==> config.mk <==
export PLATFORM = sky130hd
export DESIGN_NAME = amgc_ctrl
export DESIGN_NICKNAME = d
export VERILOG_FILES = /design/src/include/amgc_pkg.sv /design/src/verilog/amgc_ctrl.sv
export VERILOG_INCLUDE_DIRS = /design/src /design/src/include
export SDC_FILE = /design/constraint.sdc
export NUM_CORES = 1
export LEC_CHECK = 0
export BUFFER_PORTS_ARGS = -buffer_cell sky130_fd_sc_hd__buf_2
export CAP_MARGIN = 30
export CORE_MARGIN = 3
export CORE_UTILIZATION = 30
export CTS_CLUSTER_DIAMETER = 80
export DETAILED_ROUTE_END_ITERATION = 10
export GPL_ROUTABILITY_DRIVEN = 0
export PLACE_DENSITY = 0.55
export SETUP_SLACK_MARGIN = 0.2
export SLEW_MARGIN = 20
export SYNTH_ARGS = -nofsm -noshare
export SYNTH_HDL_FRONTEND = slang
export SYNTH_SLANG_ARGS = --single-unit
==> constraint.sdc <==
create_clock -name core_clk_i -period 1.6 [get_ports core_clk_i]
set_input_delay 0.32 -clock core_clk_i [delete_from_list [all_inputs] [get_ports core_clk_i]]
set_output_delay 0.32 -clock core_clk_i [all_outputs]
set_load 0.01 [all_outputs]
==> src/include/amgc_defs.svh <==
// register offsets, field positions, reset values and timing counts of the front-end control
// Notes on behaviour
// two 4-bit fields pick positive and negative amplifier inputs independently.
// the common input is selectable on either side like any other input.
// monitor codes: mid-supply short, temperature, analog supply/4, digital supply/4.
// on a select change, park both inputs at mid-supply two clock periods first.
// 3-bit gain field selects gains 1 to 128 in binary steps.
// enable code 00 powers down the amplifier and bypasses it; the code does so only at gain code 0.
// enable code 01 powers the amplifier and puts it in the path.
// software never writes the reserved enable codes 10 or 11.
// gains 64 and 128 use analog gain 32 plus digital scaling.
// gains 64 and 128 bias the amplifier with a higher supply current.
// four flags report each amplifier output within 150 mV of each rail.
// rail detection runs only while the rail-detect enable bit is set.
// disable and bypass are allowed only at gain setting 1.
// software selects bypass before single-ended measurements against the low supply.
// the break interval counts converter clock periods, internal or external source.
// rail flags refresh each conversion and read zero while detection is off.
`ifndef AMGC_DEFS_SVH
`define AMGC_DEFS_SVH
`define AMGC_IDX_STATUS 8'h01
`define AMGC_IDX_INMUX 8'h02
`define AMGC_IDX_GAIN 8'h03
`define AMGC_IDX_CLKSEL 8'h04
`define AMGC_IDX_EXC1 8'h06
`define AMGC_IDX_PATH 8'h08
`define AMGC_OFS_STATUS 8'(`AMGC_IDX_STATUS * 4)
`define AMGC_OFS_INMUX 8'(`AMGC_IDX_INMUX * 4)
`define AMGC_OFS_GAIN 8'(`AMGC_IDX_GAIN * 4)
`define AMGC_OFS_CLKSEL 8'(`AMGC_IDX_CLKSEL * 4)
`define AMGC_OFS_EXC1 8'(`AMGC_IDX_EXC1 * 4)
`define AMGC_OFS_PATH 8'(`AMGC_IDX_PATH * 4)
`define AMGC_INMUX_RESET 8'h01
`define AMGC_GAIN_RESET 8'h00
`define AMGC_EXC1_RESET 8'h00
`define AMGC_CLKSEL_BIT 6
`define AMGC_RAIL_EN_BIT 7
`define AMGC_EN_LSB 3
`define AMGC_SEL_MID 4'hC
`define AMGC_SEL_TEMP 4'hD
`define AMGC_SEL_AVDD 4'hE
`define AMGC_SEL_DVDD 4'hF
`define AMGC_BREAK_PERIODS 2
`endif

==> src/include/amgc_pkg.sv <==
// types of the amplifier front-end control
package amgc_pkg;
  typedef enum logic [1:0] {AMGC_AMP_OFF = 2'b00, AMGC_AMP_ON = 2'b01} amgc_en_t;
  typedef enum {AMGC_ATTACHED, AMGC_BREAK} amgc_state_t;
  typedef enum logic [2:0] {
    AMGC_ROUTE_PIN, AMGC_ROUTE_MID, AMGC_ROUTE_TEMP, AMGC_ROUTE_AVDD, AMGC_ROUTE_DVDD
  } amgc_route_t;
endpackage

==> src/verilog/amgc_ctrl.sv <==
// amplifier input multiplexer, gain decode and rail flag control with apb registers
//
// Design decision made here: register access over APB.
`include "amgc_defs.svh"
module amgc_ctrl
  import amgc_pkg::*;
#(
  parameter int NUM_INPUTS = 12
) (
  input wire logic core_clk_i,
  input wire logic reset_i,
  input wire logic clk_en_i,
  input wire logic psel_i,
  input wire logic penable_i,
  input wire logic pwrite_i,
  input wire logic [7:0] paddr_i,
  input wire logic [31:0] pwdata_i,
  output logic [31:0] prdata_o,
  output logic pready_o,
  output logic pslverr_o,
  input wire logic conv_clk_tick_i,
  input wire logic ext_clk_tick_i,
  input wire logic conv_done_i,
  input wire logic [3:0] rail_cmp_i,
  output logic mux_break_o,
  output logic [3:0] pos_pin_o,
  output logic [3:0] neg_pin_o,
  output logic [2:0] pos_route_o,
  output logic [2:0] neg_route_o,
  output logic amp_power_o,
  output logic amp_bypass_o,
  output logic [2:0] analog_gain_o,
  output logic [1:0] digital_shift_o,
  output logic amp_high_bias_o,
  output logic rail_detect_on_o
);
  initial begin
    if (NUM_INPUTS < 1 || NUM_INPUTS > 12) $error("NUM_INPUTS must be 1 to 12");
  end

  logic [7:0] input_channel_select;
  logic [7:0] amplifier_gain_setting;
  logic [7:0] excitation_control_one;
  logic clk_source_ext;
  logic [3:0] rail_flags;
  logic [3:0] pos_input_select;
  logic [3:0] neg_input_select;
  amgc_state_t state;
  logic [1:0] break_cnt;
  logic wr_en;
  logic rd_ok;
  logic tick;
  logic [1:0] en_code;
  logic [2:0] gain_code;
  logic sel_moved;

  // gains 64 and 128 keep the analog stage at 32; the rest is a digital shift
  function automatic logic gain_is_extended(input logic [2:0] code);
    gain_is_extended = code > 3'h5;
  endfunction

  function automatic amgc_route_t route_of(input logic [3:0] sel);
    unique case (sel)
      `AMGC_SEL_MID: route_of = AMGC_ROUTE_MID;
      `AMGC_SEL_TEMP: route_of = AMGC_ROUTE_TEMP;
      `AMGC_SEL_AVDD: route_of = AMGC_ROUTE_AVDD;
      `AMGC_SEL_DVDD: route_of = AMGC_ROUTE_DVDD;
      default: route_of = AMGC_ROUTE_PIN;
    endcase
  endfunction

  assign wr_en = clk_en_i && psel_i && penable_i && pwrite_i;
  assign pready_o = 1'b1;
  assign rd_ok = (paddr_i == `AMGC_OFS_STATUS) || (paddr_i == `AMGC_OFS_INMUX) ||
                 (paddr_i == `AMGC_OFS_GAIN) || (paddr_i == `AMGC_OFS_CLKSEL) ||
                 (paddr_i == `AMGC_OFS_EXC1) || (paddr_i == `AMGC_OFS_PATH);
  assign pslverr_o = psel_i && penable_i && !rd_ok;

  // status and path writes are ignored; those bits belong to hardware
  always_ff @(posedge core_clk_i) begin
    if (reset_i) begin
      input_channel_select <= `AMGC_INMUX_RESET;
    end else if (wr_en && paddr_i == `AMGC_OFS_INMUX) begin
      input_channel_select <= pwdata_i[7:0];
    end
  end

  always_ff @(posedge core_clk_i) begin
    if (reset_i) begin
      amplifier_gain_setting <= `AMGC_GAIN_RESET;
    end else if (wr_en && paddr_i == `AMGC_OFS_GAIN) begin
      amplifier_gain_setting <= pwdata_i[7:0];
    end
  end

  always_ff @(posedge core_clk_i) begin
    if (reset_i) begin
      excitation_control_one <= `AMGC_EXC1_RESET;
    end else if (wr_en && paddr_i == `AMGC_OFS_EXC1) begin
      excitation_control_one <= pwdata_i[7:0];
    end
  end

  // reset always falls back to the internal source
  always_ff @(posedge core_clk_i) begin
    if (reset_i) begin
      clk_source_ext <= 1'b0;
    end else if (wr_en && paddr_i == `AMGC_OFS_CLKSEL) begin
      clk_source_ext <= pwdata_i[`AMGC_CLKSEL_BIT];
    end
  end

  always_comb begin
    prdata_o = 32'h0000_0000;
    unique case (paddr_i)
      `AMGC_OFS_STATUS: prdata_o = {24'h00_0000, 4'h0, rail_flags};
      `AMGC_OFS_INMUX: prdata_o = {24'h00_0000, input_channel_select};
      `AMGC_OFS_GAIN: prdata_o = {24'h00_0000, amplifier_gain_setting};
      `AMGC_OFS_CLKSEL: prdata_o = {25'h000_0000, clk_source_ext, 6'h00};
      `AMGC_OFS_EXC1: prdata_o = {24'h00_0000, excitation_control_one};
      `AMGC_OFS_PATH: prdata_o = {30'h0000_0000, mux_break_o, amp_power_o};
      default: prdata_o = 32'h0000_0000;
    endcase
  end

  // break interval counts converter clock periods from the chosen source
  assign tick = clk_source_ext ? ext_clk_tick_i : conv_clk_tick_i;

  always_ff @(posedge core_clk_i) begin
    if (reset_i) begin
      state <= AMGC_ATTACHED;
      break_cnt <= 2'd0;
      pos_input_select <= 4'h0;
      neg_input_select <= 4'h1;
    end else if (clk_en_i) begin
      unique case (state)
        AMGC_ATTACHED: begin
          if (input_channel_select != {pos_input_select, neg_input_select}) begin
            state <= AMGC_BREAK;
            break_cnt <= 2'd0;
          end
        end
        AMGC_BREAK: begin
          // a new write during the break restarts it so no stale pair attaches
          if (input_channel_select != {pos_input_select, neg_input_select}) begin
            pos_input_select <= input_channel_select[7:4];
            neg_input_select <= input_channel_select[3:0];
            break_cnt <= 2'd0;
          end else if (tick) begin
            if (break_cnt == 2'(`AMGC_BREAK_PERIODS - 1)) begin
              state <= AMGC_ATTACHED;
            end
            break_cnt <= break_cnt + 2'd1;
          end
        end
      endcase
    end
  end

  assign sel_moved = input_channel_select != {pos_input_select, neg_input_select};
  assign mux_break_o = (state == AMGC_BREAK) || sel_moved;
  assign pos_pin_o = pos_input_select;
  assign neg_pin_o = neg_input_select;
  assign pos_route_o = mux_break_o ? AMGC_ROUTE_MID : route_of(pos_input_select);
  assign neg_route_o = mux_break_o ? AMGC_ROUTE_MID : route_of(neg_input_select);

  assign en_code = amplifier_gain_setting[`AMGC_EN_LSB +: 2];
  assign gain_code = amplifier_gain_setting[2:0];
  // bypass honoured only at gain 1; reserved codes are kept enabled as the safe reading
  assign amp_bypass_o = (en_code == AMGC_AMP_OFF) && (gain_code == 3'd0);
  assign amp_power_o = !amp_bypass_o;
  assign analog_gain_o = gain_is_extended(gain_code) ? 3'h5 : gain_code;
  assign digital_shift_o = gain_is_extended(gain_code) ? 2'(gain_code - 3'h5) : 2'h0;
  assign amp_high_bias_o = amp_power_o && gain_is_extended(gain_code);
  assign rail_detect_on_o = excitation_control_one[`AMGC_RAIL_EN_BIT];

  // one flag per output and rail; a flag moves at a conversion end while detection is on, and clears while it is off
  generate
    for (genvar f = 0; f < 4; f++) begin : g_rail
      always_ff @(posedge core_clk_i) begin
        if (reset_i) begin
          rail_flags[f] <= 1'b0;
        end else if (clk_en_i) begin
          if (!rail_detect_on_o) begin
            rail_flags[f] <= 1'b0;
          end else if (conv_done_i) begin
            rail_flags[f] <= rail_cmp_i[f];
          end
        end
      end
    end
  endgenerate
endmodule
==> parameters.txt <==
Parameter                              Value

Finish
  Synth-to-Final Area Change ... 68.2%
  Leading cell types in the layout, fill and taps excluded ... 52 x buf_2, 50 x buf_4, 40 x mux2i_1
  Most common cell after layout, fill and taps aside ... buf_2
  Number of nets in the layout ... 461
  Share of layout cells above drive strength 1 ... 0.530
  Final antenna diode count ... 0

Pwr
  Combinational power share ... 0.145
  Power Dens Cells ... 476 mW/mm²
  Cell-internal power ... 1.42 mW
  Maximum resistive drop on vdd ... 0.415 mV
  Fraction of power consumed by sequential logic ... 0.519
  Switching Fraction ... 0.249
  Net Sw Power ... 474 µW
  Relative contribution of the clock network to total power ... 0.337
  Leakage power ... 1.89 nW

GRT
  Total global-route track usage ... 0.162
  Number of global-route vias before repair ... 2256
  Global-route wire length before repair ... 11.1 mm
  Grt ovf ... 0
  Antenna violations before repair ... 0
  Maximum number of pins on one net before global-route repair ... 51

Logic synthesis
  Count of mapped cells out of synthesis ... 267
  Dominant cell type by area after synthesis ... dfxtp_1
  Top cells by area in the synthesized netlist ... dfxtp_1 34%, mux2i_1 17%, buf_4 7.9%
  Synth Cell Area ... 0.00237 mm²
  Post-synth ARST share ... 0
  Post-synthesis cell type count ... 45
  Sequential element share of the synthesized area ... 0.338
  Synth warnings ... 0
  Synth top area share ... 0.338
  Number of flops mapped to enable cells by yosys ... 0
  Number of flip-flops and latches in the synthesized netlist ... 40
  Synth Flop Type ... dfxtp_1
  Synthesized area divided by synthesized cell count ... 8.88 µm²

Detailed routing
  Final WL ... 7.23 mm
  Final routed wire length divided by cell count ... 14.3 µm
  Number of nets still failing antenna checks after routing ... 0
  Via density per instance ... 4.70
  Number of remaining DRC errors ... 0
  Number of optimization iterations in the first detailed-route pass ... 4
  Total number of vias ... 2375
  Number of DRC markers in iteration 0 ... 75

Critical path
  Cell family contributing the most delay on the critical path ... buffers and inverters
  Critical Path, Cell by Cell ... xnor2_2, nand4_1, buf_6, nor3_4, buf_6, o32ai_2, buf_2
  Worst Setup End Kind ... primary output
  Crit-path max cell delay ... 340 ps
  Critical-path cell with the highest stage delay ... dfxtp_2
  Setup Crit Path Kind ... register to primary output
  Crit path DAT ... 1610 ps
  Logic depth of the worst register-to-register path ... 9
  Stages on worst setup path ... 7
  Crit path required time ... 1280 ps
  Critical Path Most Common Cell ... buf_6
  Kind of launch point of the worst setup path ... register
  Critical-path maximum fanout ... 5
  CP Buf/Inv Count ... 3

Die
  Row count ... 31
  Placeable Area ... 0.00745 mm²
  Width of the chip ... 94.9 µm
  Starting density of the core ... 0.318
  Die Ht ... 94.9 µm
  I/O pin count ... 111
  Area of the die ... 0.00901 mm²

Timing
  Post-layout min period ... 1930 ps
  Period utilization ... 1.21
  Hold slack final ... 281 ps
  Highest attainable clock frequency ... 518 MHz
  Final WS setup ... -332 ps
  Number of endpoints with negative hold slack in the final report ... 0
  Unrepaired setup endpoints after global routing ... true
  Maximum clock skew at final layout ... 5.34 ps
  Setup violation total in the final timing report ... 25
  Number of slew-limit violations in the final report ... 0

Clock network
  CTS tree ... yes
  Clock latency at the later pin of the worst-skew pair ... 290 ps
  Clock root buffer master ... clkbuf_8
  CTS sink cnt ... 40
  Clock-pin transition on the worst setup and hold timing paths ... 70 ps
  Number of buffers inserted during clock tree synthesis ... 5
  Maximum clock insertion buffer count ... 2
  # H-tree levels ... 2

Place
  IO buf count ... 61
  Detailed placer's ending HPWL ... 5.09 mm
  Pre-CTS setup slack ... -249 ps

Job
  MaxCap Viol Count ... 0

Outcome
  Violations in the final reports ... negative setup slack
  Status ... complete, but fails checks

Worst hold path
  Number of cells on the worst hold path ... 3
  Worst hold path class ... input pin to register
-- power by group through the flow --
stage / registers [mW] / logic (mW) / clock network (mW)
final: 0.985 / 0.274 / 0.639
after global routing: 0.984 / 0.294 / 0.719
after CTS: 0.988 / 0.247 / 0.667
after detailed placement: 1.01 / 0.215 / 0
after global placement: 1.01 / 0.213 / 0
after floorplan: 1.01 / 0.139 / 0
-- through the flow --
stage | power, mW | utilization | setup TNS (ps) | cell area, µm² | instances
after global routing | 2.00 | 0.535 | -6320 | 3990 | 505
final | 1.90 | 0.535 | -4350 | 3990 | 505
after global placement | 1.22 | 0.440 | -4390 | 3280 | 472
after detailed placement | 1.23 | 0.440 | -4780 | 3280 | 472
after CTS | 1.90 | 0.505 | -4230 | 3760 | 495
after floorplan | 1.15 | - | 0 | 2620 | 290
-- tightest hold or removal path, delay by kind of cell --
| kind | cells | cell delay [ps] |
|---|---|---|
| buf+inv | 1 | 80 |
| simple gates | 1 | 70 |
| compound gates | 1 | 60 |
-- cells by family (layout without fill, tap and decap cells) --
group / count (synthesis) / in the layout / synth area share
AND/OR/NAND/NOR: 100 / 100 / 0.222
multiplexers: 44 / 44 / 0.187
buffers and inverters: 42 / 158 / 0.110
flip-flops: 40 / 40 / 0.338
AO/OA/AOI/OAI: 25 / 25 / 0.0829
XOR/XNOR: 11 / 11 / 0.0406
adder cells (fa/ha/maj): 3 / 3 / 0.0158
other: 2 / 25 / 0.00317
-- cell usage after synthesis, drive strengths merged (2+ instances only) --
cell type / count
dfxtp: 40
xor2: 3
and3: 4
nor2b: 2
nand4: 5
nor2: 39
o2bb2ai: 2
xnor2: 8
and2: 3
o21ai: 4
mux2i: 41
a221o: 2
buf: 29
nand2b: 16
and4: 2
ha: 3
nor3: 5
mux2: 3
a22oi: 4
a32o: 2
o32ai: 2
nand2: 14
nor4b: 2
conb: 2
clkbuf: 6
inv: 7
nor3b: 2
nor4: 3
nand3: 2
-- flip-flops by register name, indices dropped and copies added (netlist names) --
| signal | count |
|---|---|
| state | 1 |
| neg_pin_o | 4 |
| amplifier_gain_setting | 8 |
| clk_source_ext | 1 |
| input_channel_select | 8 |
| excitation_control_one | 8 |
| break_cnt | 2 |
| rail_flags | 4 |
| pos_pin_o | 4 |
-- layer usage --
metal	routed length (µm)	global-route usage	up-vias
met1	3070	0.201	1146
met2	3670	0.272	65
met5	0	0	-
met4	139	0.0637	0
li1	-	-	1154
met3	347	0.0335	10
-- area by class of cell --
type | instances | area (µm²)
timing repair buffer | 143 | 1140
fill | 707 | 3460
sequential | 40 | 836
multi-input combinational | 208 | 1770
inverter | 7 | 31.3
tap | 99 | 124
clock buffer | 8 | 80.1
-- path summary, 6_finish.rpt --
check / startpoint / to / slack (ps)
worst max-delay path: neg_pin_o[1]$_SDFFE_PP0P_ / prdata_o[1] / -330
worst min-delay path: rail_cmp_i[0] / rail_flags[0]$_SDFFE_PP0P_ / 280
worst max register to register: pos_pin_o[2]$_SDFFE_PP0P_ / neg_pin_o[3]$_SDFFE_PP0P_ / -100
worst min register to register: amplifier_gain_setting[7]$_SDFFE_PP0P_ / amplifier_gain_setting[7]$_SDFFE_PP0P_ / 500
-- what timing repair did --
item / CTS / global route
setup endpoints to repair: 50 / 58
hold buffers: 0 / 0
buffers inserted: 15 / 10
pin swaps: 22 / 28
hold endpoints to repair: 0 / 0
gates resized for setup: 68 / 39
No activity file was read; power rests on OpenSTA's default activity.
